==> src/common/irq_route_cfg.svh <==
// register offsets, field positions and reset values of the event routing block
// assumes: included by bare name from the design
`ifndef IRQ_ROUTE_CFG_SVH
`define IRQ_ROUTE_CFG_SVH

`define PIN1_ROUTE_ADDR    8'h2F
`define PIN2_ROUTE_ADDR    8'h30
`define SENSOR_ROUTE_ADDR  8'h31
`define MOTION_ROUTE_ADDR  8'h32
`define ROUTE_RESET        8'h00

// pin routing fields
`define PIN_FREEFALL_BIT   7
`define PIN_LOW_ACCEL_BIT  6
`define PIN_STEP_SEEN_BIT  5
`define PIN_STEP_OVF_BIT   4
`define PIN_TILT_BIT       3
`define PIN_WRITE_MASK     8'hF8

// in-band sensor routing fields
`define SNS_FRAME_SYNC_BIT 5
`define SNS_PLL_LOCK_BIT   4
`define SNS_SAMPLE_BIT     3
`define SNS_FIFO_LVL_BIT   2
`define SNS_FIFO_FULL_BIT  1
`define SNS_GAIN_BIT       0
`define SNS_WRITE_MASK     8'h3F

// in-band motion routing fields
`define MOT_BUS_ERR_BIT    7
`define MOT_FREEFALL_BIT   6
`define MOT_LOW_ACCEL_BIT  5
`define MOT_SIG_MOTION_BIT 4
`define MOT_WAKE_Z_BIT     3
`define MOT_WAKE_Y_BIT     2
`define MOT_WAKE_X_BIT     1
`define MOT_SELFTEST_BIT   0
`define MOT_WRITE_MASK     8'hFF

`endif

==> src/common/irq_route_pkg.sv <==
// types of the event routing block
// assumes: nothing beyond the cfg header
package irq_route_pkg;
	typedef logic [7:0] route_reg_t;
	typedef logic [7:0] reg_addr_t;
endpackage

==> src/logic/motion_event_irq_routing.sv <==
// routing of internal motion and sensor events onto two pins and the in-band path
// assumes: events are level or pulse inputs synchronous to ref_clk; the
// register port is a simple synchronous write strobe and a read registered one cycle after the address
//
// How it works
// - freefall reaches pin one only while pin-one route bit 7 is set
// - low-g reaches pin one only while pin-one route bit 6 is set
// - step detect reaches pin one only while pin-one route bit 5 is set
// - step overflow reaches pin one only while pin-one route bit 4 is set
// - tilt reaches pin one under bit 3; bits 2..0 reserved, read zero
// - freefall and low-g reach pin two under bits 7 and 6
// - step detect and step overflow reach pin two under bits 5 and 4
// - tilt reaches pin two under bit 3; bits 2..0 reserved
// - frame sync and PLL lock go in-band under bits 5 and 4; 7..6 reserved
// - sample ready goes in-band under sensor route bit 3
// - FIFO threshold and FIFO full go in-band under bits 2 and 1
// - gain-control ready goes in-band under sensor route bit 0
// - bus protocol error goes in-band under motion route bit 7
// - freefall and low-g go in-band under motion route bits 6 and 5
// - significant motion goes in-band under motion route bit 4
// - wake-on-motion Z, Y, X go in-band under bits 3, 2, 1
// - self-test done goes in-band under motion route bit 0
// - all route registers reset to zero, nothing routed until enabled
`timescale 1ns/1ns
`default_nettype none
`include "irq_route_cfg.svh"

module motion_event_irq_routing
(
	input  wire logic       ref_clk,
	input  wire logic       rst,
	// register port
	input  wire logic       reg_wr,
	input  wire logic [7:0] reg_addr,
	input  wire logic [7:0] reg_wdata,
	output var  logic [7:0] reg_rdata,
	// events
	input  wire logic       freefall_event,
	input  wire logic       low_accel_event,
	input  wire logic       step_seen_event,
	input  wire logic       step_overflow_event,
	input  wire logic       tilt_event,
	input  wire logic       frame_sync_event,
	input  wire logic       pll_lock_event,
	input  wire logic       sample_ready_event,
	input  wire logic       fifo_level_event,
	input  wire logic       fifo_full_event,
	input  wire logic       gain_ready_event,
	input  wire logic       bus_error_event,
	input  wire logic       significant_motion_event,
	input  wire logic       wake_on_motion_event_z,
	input  wire logic       wake_on_motion_event_y,
	input  wire logic       wake_on_motion_event_x,
	input  wire logic       selftest_done_event,
	// destinations
	output var  logic       first_irq_pin,
	output var  logic       second_irq_pin,
	output var  logic       inband_irq_req
);

	// ==========================================================
	// route registers
	irq_route_pkg::route_reg_t pin1_motion_event_route;
	irq_route_pkg::route_reg_t pin2_motion_event_route;
	irq_route_pkg::route_reg_t inband_sensor_event_route;
	irq_route_pkg::route_reg_t inband_motion_event_route;

	// reserved bits are masked on write so they always read zero
	always_ff @(posedge ref_clk)
	begin
		if (rst)
			pin1_motion_event_route <= `ROUTE_RESET;
		else if (reg_wr && reg_addr == `PIN1_ROUTE_ADDR)
			pin1_motion_event_route <= reg_wdata & `PIN_WRITE_MASK;
	end

	always_ff @(posedge ref_clk)
	begin
		if (rst)
			pin2_motion_event_route <= `ROUTE_RESET;
		else if (reg_wr && reg_addr == `PIN2_ROUTE_ADDR)
			pin2_motion_event_route <= reg_wdata & `PIN_WRITE_MASK;
	end

	always_ff @(posedge ref_clk)
	begin
		if (rst)
			inband_sensor_event_route <= `ROUTE_RESET;
		else if (reg_wr && reg_addr == `SENSOR_ROUTE_ADDR)
			inband_sensor_event_route <= reg_wdata & `SNS_WRITE_MASK;
	end

	always_ff @(posedge ref_clk)
	begin
		if (rst)
			inband_motion_event_route <= `ROUTE_RESET;
		else if (reg_wr && reg_addr == `MOTION_ROUTE_ADDR)
			inband_motion_event_route <= reg_wdata & `MOT_WRITE_MASK;
	end

	// ==========================================================
	// read-back, registered so the output comes from a flip-flop
	logic [7:0] next_rdata;

	always_comb
	begin
		unique case (reg_addr)
			`PIN1_ROUTE_ADDR:   next_rdata = pin1_motion_event_route;
			`PIN2_ROUTE_ADDR:   next_rdata = pin2_motion_event_route;
			`SENSOR_ROUTE_ADDR: next_rdata = inband_sensor_event_route;
			`MOTION_ROUTE_ADDR: next_rdata = inband_motion_event_route;
			default:            next_rdata = 8'h00;
		endcase
	end

	always_ff @(posedge ref_clk)
	begin
		if (rst)
			reg_rdata <= 8'h00;
		else
			reg_rdata <= next_rdata;
	end

	// ==========================================================
	// gating of events per destination
	logic [4:0] pin1_hits;
	logic [4:0] pin2_hits;
	logic [5:0] sensor_hits;
	logic [7:0] motion_hits;

	always_comb
	begin
		pin1_hits[0] = freefall_event      & pin1_motion_event_route[`PIN_FREEFALL_BIT];
		pin1_hits[1] = low_accel_event     & pin1_motion_event_route[`PIN_LOW_ACCEL_BIT];
		pin1_hits[2] = step_seen_event     & pin1_motion_event_route[`PIN_STEP_SEEN_BIT];
		pin1_hits[3] = step_overflow_event & pin1_motion_event_route[`PIN_STEP_OVF_BIT];
		pin1_hits[4] = tilt_event          & pin1_motion_event_route[`PIN_TILT_BIT];
	end

	always_comb
	begin
		pin2_hits[0] = freefall_event      & pin2_motion_event_route[`PIN_FREEFALL_BIT];
		pin2_hits[1] = low_accel_event     & pin2_motion_event_route[`PIN_LOW_ACCEL_BIT];
		pin2_hits[2] = step_seen_event     & pin2_motion_event_route[`PIN_STEP_SEEN_BIT];
		pin2_hits[3] = step_overflow_event & pin2_motion_event_route[`PIN_STEP_OVF_BIT];
		pin2_hits[4] = tilt_event          & pin2_motion_event_route[`PIN_TILT_BIT];
	end

	always_comb
	begin
		sensor_hits[0] = frame_sync_event   & inband_sensor_event_route[`SNS_FRAME_SYNC_BIT];
		sensor_hits[1] = pll_lock_event     & inband_sensor_event_route[`SNS_PLL_LOCK_BIT];
		sensor_hits[2] = sample_ready_event & inband_sensor_event_route[`SNS_SAMPLE_BIT];
		sensor_hits[3] = fifo_level_event   & inband_sensor_event_route[`SNS_FIFO_LVL_BIT];
		sensor_hits[4] = fifo_full_event    & inband_sensor_event_route[`SNS_FIFO_FULL_BIT];
		sensor_hits[5] = gain_ready_event   & inband_sensor_event_route[`SNS_GAIN_BIT];
	end

	always_comb
	begin
		motion_hits[0] = bus_error_event & inband_motion_event_route[`MOT_BUS_ERR_BIT];
		motion_hits[1] = freefall_event  & inband_motion_event_route[`MOT_FREEFALL_BIT];
		motion_hits[2] = low_accel_event & inband_motion_event_route[`MOT_LOW_ACCEL_BIT];
		motion_hits[3] = significant_motion_event
			& inband_motion_event_route[`MOT_SIG_MOTION_BIT];
		motion_hits[4] = wake_on_motion_event_z
			& inband_motion_event_route[`MOT_WAKE_Z_BIT];
		motion_hits[5] = wake_on_motion_event_y
			& inband_motion_event_route[`MOT_WAKE_Y_BIT];
		motion_hits[6] = wake_on_motion_event_x
			& inband_motion_event_route[`MOT_WAKE_X_BIT];
		motion_hits[7] = selftest_done_event
			& inband_motion_event_route[`MOT_SELFTEST_BIT];
	end

	// ==========================================================
	// destination outputs; one cycle of latency buys glitch-free pins
	always_ff @(posedge ref_clk)
	begin
		if (rst)
		begin
			first_irq_pin  <= 1'b0;
			second_irq_pin <= 1'b0;
			inband_irq_req <= 1'b0;
		end
		else
		begin
			first_irq_pin  <= |pin1_hits;
			second_irq_pin <= |pin2_hits;
			inband_irq_req <= (|sensor_hits) | (|motion_hits);
		end
	end

endmodule

`default_nettype wire

==> config.mk <==
export PLATFORM = sky130hd
export DESIGN_NAME = motion_event_irq_routing
export DESIGN_NICKNAME = d
export VERILOG_FILES = /design/src/common/irq_route_pkg.sv /design/src/logic/motion_event_irq_routing.sv
export VERILOG_INCLUDE_DIRS = /design/src /design/src/common
export SDC_FILE = /design/constraint.sdc
export NUM_CORES = 1
export LEC_CHECK = 0
export BUFFER_PORTS_ARGS = -buffer_cell sky130_fd_sc_hd__buf_2
export CORE_MARGIN = 2
export CORE_UTILIZATION = 35
export CTS_CLUSTER_DIAMETER = 60
export DETAILED_ROUTE_END_ITERATION = 6
export PLACE_DENSITY = 0.65
export SLEW_MARGIN = 10
export SYNTH_ARGS = -nofsm -noshare
export SYNTH_HDL_FRONTEND = slang
export SYNTH_SLANG_ARGS = --single-unit
==> constraint.sdc <==
create_clock -name ref_clk -period 1.93 [get_ports ref_clk]
set_input_delay 0.0965 -clock ref_clk [delete_from_list [all_inputs] [get_ports ref_clk]]
set_output_delay 0.0965 -clock ref_clk [all_outputs]
set_load 0.01 [all_outputs]
==> results of run 1 <==
==> power breakdown <==
group	switching (µW)	internal, µW	leakage, µW
logic	52.3	38.3	0.000571
registers	0.583	723	0.000282
clock network	258	253	0.0000422
total	311	1010	0.000895
==> sequential cells by signal (all words and copies together), names as in the netlist <==
signal	flops
pin1_motion_event_route	5
inband_sensor_event_route	6
reg_rdata	8
inband_irq_req	1
second_irq_pin	1
pin2_motion_event_route	5
inband_motion_event_route	8
first_irq_pin	1
==> final cells by class <==
cell class | count | area, µm² | share of cell area [%]
Clock buffer | 7 | 76.3 | 4.12
Clock inverter | 1 | 5.00 | 0.270
Multi-Input combinational cell | 111 | 771 | 41.6
Sequential cell | 35 | 701 | 37.8
Tap cell | 50 | 62.6 | 3.38
Timing Repair Buffer | 47 | 238 | 12.8
==> worst max-delay path, delay by kind of cell <==
kind	cells	cell delay, ps
and+or+nand+nor	3	930
muxes	1	260
buffers and inverters	1	120
==> synthesized netlist by cell type, types with 3 or more instances <==
cell	n
sky130_fd_sc_hd__nor3_1	3
sky130_fd_sc_hd__a21oi_1	10
sky130_fd_sc_hd__mux2i_1	24
sky130_fd_sc_hd__a22oi_1	9
sky130_fd_sc_hd__o2bb2ai_1	3
sky130_fd_sc_hd__nand2_1	11
sky130_fd_sc_hd__nand4_2	3
sky130_fd_sc_hd__dfxtp_1	35
sky130_fd_sc_hd__nand3_1	5
sky130_fd_sc_hd__a221oi_1	3
sky130_fd_sc_hd__clkbuf_1	3
sky130_fd_sc_hd__nor2_1	22
==> how the worst min path moves through the flow <==
stage,slack (ps),cells after the start,end
finish,60,3,inband_sensor_event_route[1]
global route,60,3,inband_sensor_event_route[1]
CTS,50,3,inband_sensor_event_route[0]
detailed placement,350,3,inband_motion_event_route[0]
global placement,350,3,inband_sensor_event_route[2]
floorplan,240,2,inband_motion_event_route[0]
==> metal layers <==
| metal | wire [µm] | up-vias |
|---|---|---|
| met5 | 0 | - |
| li1 | - | 657 |
| met4 | 51 | 0 |
| met3 | 269 | 6 |
| met1 | 1830 | 634 |
| met2 | 1680 | 47 |
==> stage by stage <==
step                      cells  util (%)  power, µW  instance area, µm²  hold slack [ps]
final                       251      45.3       1320                1850             60.3
after global routing        251      45.3       1370                1850             62.1
after CTS                   251      45.3       1340                1850             54.6
after detailed placement    243      43.4        830                1770              349
after global placement      243      43.4        830                1770              350
after floorplan             154         -        778                1510              240
==> logic make-up (layout without fill, tap and decap cells) <==
family | Yosys count | after routing | synth area share, %
muxes | 24 | 24 | 15.9
DFF | 35 | 35 | 46.4
and+or+nand+nor | 56 | 56 | 20.3
buffers and inverters | 8 | 55 | 2.65
AOI/OAI and AO/OA | 31 | 31 | 14.8
==> results summary, run 1 <==
The flow ran to the end, and the final reports show no timing, DRC or antenna violations. The total global routing overflow is 0. The final critical path time including I/O delays and setup is 1250 ps. TritonCTS built the clock tree. Measured along the y axis, the die boundary spans 69.7 µm. STA classifies the critical path endpoint as a flip-flop. The fraction of post-synthesis cell area in the top cell type by area is between 40 and 50%.

For the worst flop-to-flop path, the logic depth is 3. In this run the worst path has a maximum fanout of 8. The DRC violation count after routing came out at 0.

The effective utilization at floorplan came out at 37.0%. The layout filler cell count came out at 413. The number of iterations in the first detailed-routing pass is 5.

The count of input and output buffers came out at 46. The library cell used most frequently in the layout, excluding fill and tap cells, is sky130_fd_sc_hd__buf_2. The initial antenna violation count came to 0. The data arrival time of the worst path came out at 1400 ps. On the critical path, the stage with the largest delay is an instance of sky130_fd_sc_hd__nand4_2. The count of nets left with antenna violations once routing finished came out at 0. The tree is rooted in a sky130_fd_sc_hd__clkbuf_8. The clock tree synthesis step divided the H-tree into 2 levels. The worst hold path begins at reg_wdata[1]. Once detailed placement completed, the half-perimeter wirelength came to approximately 2.9 mm.

Dividing the detail-routed wire length by the instance count gives 15.3 µm. The delay of the slowest cell on the worst path is between 400 and 500 ps. The register bit total from synthesis is 35. After floorplanning, the core was divided into 23 placement rows. After synthesis the cells add up to 1510 µm². The diode insertion count for antenna repair is 0. The achievable frequency came out at 802 MHz. In the layout the commonest cells are 46 x sky130_fd_sc_hd__buf_2, 35 x sky130_fd_sc_hd__dfxtp_1, 24 x sky130_fd_sc_hd__mux2i_1. The number of flops mapped to enable cells by yosys came out at 0.

The critical path starts at reg_addr[3]. In the synthesized netlist the async set-or-reset flop fraction comes to 0%. A synthesized cell averages 9.81 µm².

The clock insertion delay at the later pin of the skew report is 290 ps. The worst vdd rail ir drop is 0.416 mV. The number of max-cap violations came out at 0. For met3 alone, demand over resource in global routing was 5.23%.

Global routing consumed, on the met1 layer, 21.9% of the routing resources. Synthesis instantiated 29 different standard cells from the library. The overall die width is 69.7 µm. The number of max-slew violations in the final report came out at 0. The worst setup path is launched from an input port. sky130_fd_sc_hd__dfxtp_1 takes more of the synthesized area than any other cell. Sequential elements use 46.4% of the synthesized area. The largest net degree at the start of global routing is 29. The worst hold path belongs to the class in2reg. The number of CTS-inserted buffers is 5. met2 is the most crowded layer. The global-route wire length before repair came out at around 6 mm. The via count of the first global-routing pass is 1,208. The final total negative setup slack is 0 ps. Power spread over the standard cell area amounts to a little over 700 nW/µm². The final net count is 236. The final worst clock skew is 2.38 ps. Setup repair after global routing left no endpoint under its margin. The detail-routed via count per cell came out at 5.35.

In the synthesized netlist the dominant register cell turns out to be sky130_fd_sc_hd__dfxtp_1. In the final layout, the share of cells above drive strength 1 is about a third. By area the synthesized netlist is led by sky130_fd_sc_hd__dfxtp_1 46%, sky130_fd_sc_hd__mux2i_1 16%, sky130_fd_sc_hd__nor2_1 5.5%.

Counting along the longest clock path gives a buffer depth of 2. The post-CTS resize count came out at 0. The total number of vias is between 1,000 and 1,500. The met2 usage in global routing is 23.7%. The die covers 4860 µm².

Once the clock tree was built, the setup fixing pass inserted 0 buffers. The final setup violation count is 0. The share of the cycle needed by the critical path after routing came out at between 60 and 70%.

The clock sink total is 35. Counting every net in the synthesized netlist gives 190. Counting every instance in the synthesized netlist gives between 150 and 200. The worst register-to-register path has a setup slack of 720 ps. The worst register-to-register path ends at inband_irq_req.

The actual transition at the worst max-transition pin came out at 515 ps. The violation count after the first detailed-route iteration is 121. Setup slack on the critical path of the routed design comes to 684 ps. The routed wire length is 3.83 mm. Routability-driven placement finished with a final weighted congestion of 0.831. The most critical setup path has its endpoint at inband_motion_event_route[2]. The overall fraction of global-route tracks in use is about 16%. The total core area is 4090 µm². The Yosys step of the flow raised 0 warnings. The final hold violation count came out at 0.

The worst setup path category is in2reg. Headroom to the max-slew limit came out at 65.7%. The worst-case setup slack after placement came out at ~400 ps. The worst register-to-register path begins at inband_sensor_event_route[1]. The clock-pin transition on the worst setup and hold timing paths came out at approximately 70 ps.

After clock tree synthesis, the flow added hold-fix buffers numbering 0. Traced cell by cell, the critical path runs through buf_2 -> nor3b_2 -> nand4_2 -> mux2i_1 -> nor2_1. The I/O pin total is 47.

The static leakage is 0.000895 µW. The area growth from synthesis to final layout is 22.6%. For the worst setup path, the data required time is 2090 ps.
Note: power is estimated with default switching activity, not from simulation.
==> inputs of run 2 (changes only) <==
- clock period: 1.93 -> 1.16 ns (I/O delays scaled with it)
==> results summary, run 2 (synthesis gave the netlist of run 1 again) <==
The type of the worst min-delay path was in2reg (unchanged). The diode insertion count for antenna repair was 0 (unchanged). The routed wire length was 3.82 mm (was 3.83 mm).

The final setup violation count came to 0 (unchanged). The via count of the first global-routing pass came out at 1,401 (was 1,208). The endpoint kind of the worst setup timing path was a flip-flop (unchanged).

The highest-utilization routing layer at the global route stage is met2 (unchanged). The number of iterations in the first detailed-routing pass is 4 (was 5). The effective utilization at floorplan is 37.0% (unchanged). The CTS tree was done (unchanged). The post-CTS setup repair buffer count came out at 0 (unchanged).

The actual transition at the worst max-transition pin came to 278 ps (was 515 ps). The worst slew slack as a fraction of its limit came out at 81.5% (was 65.7%). The global-route wire length before repair was 6.64 mm (was 6.10 mm). The critical path required time is 1370 ps (was 2090 ps). The startpoint kind of the worst setup timing path was a flip-flop (was input port). Top library cells by usage in the layout, fill and taps aside: 46 x sky130_fd_sc_hd__buf_2, 35 x sky130_fd_sc_hd__dfxtp_1, 24 x sky130_fd_sc_hd__mux2i_1 (unchanged). The total global routing overflow came out at 0 (unchanged).

The die span in y is 69.7 µm (unchanged). The final worst-path setup slack is 109 ps (was 684 ps). The overall fraction of global-route tracks in use is 17.3% (was 16.3%). The worst path uses 90.6% of the clock period.

The initial antenna violation count is 0 (unchanged). The number of instances in the placed design is 254 (was 243). The count of input and output buffers is 46 (unchanged). The final weighted congestion in routability-driven placement came out at 0.879 (was 0.831). The global routing met3 resource utilization came to 5.81% (was 5.23%). The start of the worst register-to-register path is inband_motion_event_route[7] (was inband_sensor_event_route[1]).

The HPWL after detailed placement is 2.92 mm (was 2.85 mm). The number of buffers inserted by hold repair at cts is 0 (unchanged). The hold path startpoint is reg_wdata[0] (was reg_wdata[1]). The clock insertion delay at the later pin of the skew report is 290 ps (about the same). The achievable frequency came out at 952 MHz. The number of levels the H-tree was split into came out at 2 (unchanged). The beginning of the critical path is inband_motion_event_route[7] (was reg_addr[3]). The post-layout total power is 2340 µW (was 1320 µW). The hold-critical path depth is 3 (unchanged). The worst setup path category is reg2reg (was in2reg). Top flop regs: inband_motion_event_route x8, reg_rdata x8, inband_sensor_event_route x6 (unchanged).

The die area came out at 4860 µm² (unchanged). The static leakage came out at 0.000966 µW (was 0.000895 µW). The worst-case setup slack after placement came to -46.8 ps (was 402 ps).

The number of CTS-inserted buffers is 5 (unchanged). The violation count after the first detailed-route iteration is 81 (was 121). The number of cells in the finished layout apart from fillers was 262 (was 251).

The detail-routed via count per cell came out at 5.08 (was 5.35). The worst vdd rail ir drop came out at 0.587 mV (was 0.416 mV). The cell row count is 23 (unchanged). The final net count is 247 (was 236). The data arrival time of the worst path came out at 1260 ps (was 1400 ps). The worst reg2reg path depth came out at 3 (unchanged).

The overall die width is 69.7 µm (unchanged). The total number of vias came to 1,331 (was 1,344). The routed length per instance came to 14.6 µm (was 15.3 µm). The leading cell type in the layout, fill and taps excluded is sky130_fd_sc_hd__buf_2 (unchanged). The area growth from synthesis to final layout is 32.0% (was 22.6%). The final worst clock skew came out at 7.51 ps (was 2.38 ps). The total core area came out at 4090 µm² (unchanged). The layout cell share with drive strength beyond 1 is 35.8% (was 31.3%). Unrepaired setup endpoints after global routing: false (unchanged). The clock root buffer is sky130_fd_sc_hd__clkbuf_8 (unchanged). The DRC violation count after routing is 0 (unchanged). The buffer depth of the longest clock path is 2 (unchanged). The number of max-slew violations in the final report is 0 (unchanged). The total power density per cell area came to 1170 nW/µm² (was 715 nW/µm²). The clock-pin transition on the worst setup and hold timing paths is 70 ps (about the same). The final critical path time including I/O delays and setup is 1050 ps.

The I/O pin total is 47 (unchanged). The post-CTS resize count is 0 (unchanged). The largest net degree at the start of global routing came to 28 (was 29).

The met1 demand-to-capacity share in global routing is 21.5% (was 21.9%). The number of max-cap violations is 0 (unchanged). The final hold slack came out at 14.4 ps (was 60.3 ps).

The post-route antenna net violation count was 0 (unchanged). The clock sink total came out at 35 (unchanged). The met2 usage in global routing came to 26.6% (was 23.7%).

The critical-path maximum fanout came to 3 (was 8). Result of the run: finished, final reports clean (unchanged). The final hold violation count is 0 (unchanged).
[run 2: cell type report]
class / count / area (µm²)
clock buffers: 8 / 100
fillers: 411 / 2090
multi-input cells: 111 / 786
flip-flops and latches: 35 / 701
well taps: 50 / 62.6
repair buffers: 58 / 345
[run 2: per-stage QoR]
| step | TNS, ps | util (%) | area (µm²) |
|---|---|---|---|
| floorplan | -26.1 | - | 1520 |
| global placement | -240 | 46.2 | 1890 |
| detailed placement | -414 | 46.2 | 1890 |
| CTS | 0 | 48.7 | 1990 |
| global route | 0 | 48.8 | 1990 |
| finish | 0 | 48.8 | 1990 |
[run 2: worst max-delay path, cell delays in order, from the launching register on]
cell	delay, ps
sky130_fd_sc_hd__dfxtp_1	380
sky130_fd_sc_hd__mux2i_1	120
sky130_fd_sc_hd__or3_1	310
sky130_fd_sc_hd__a21oi_1	160
[run 2: final timing paths]
path | to | slack (ps)
worst max-delay path | reg_rdata[7] | 110
worst min register to register | pin1_motion_event_route[5] | 480
worst min-delay path | inband_motion_event_route[0] | 10
worst max register to register | reg_rdata[7] | 110
[run 2: per-layer routing]
| layer | up-vias | routed length (µm) |
|---|---|---|
| met1 | 602 | 1740 |
| li1 | 676 | - |
| met4 | 0 | 109 |
| met2 | 43 | 1730 |
| met5 | - | 0 |
| met3 | 10 | 240 |
[run 2: report_power, final]
part / internal, µW / total (µW) / switching [µW]
Clock: 541 / 960 / 419
Sequential: 1200 / 1200 / 0.915
Combinational: 84.2 / 178 / 93.8
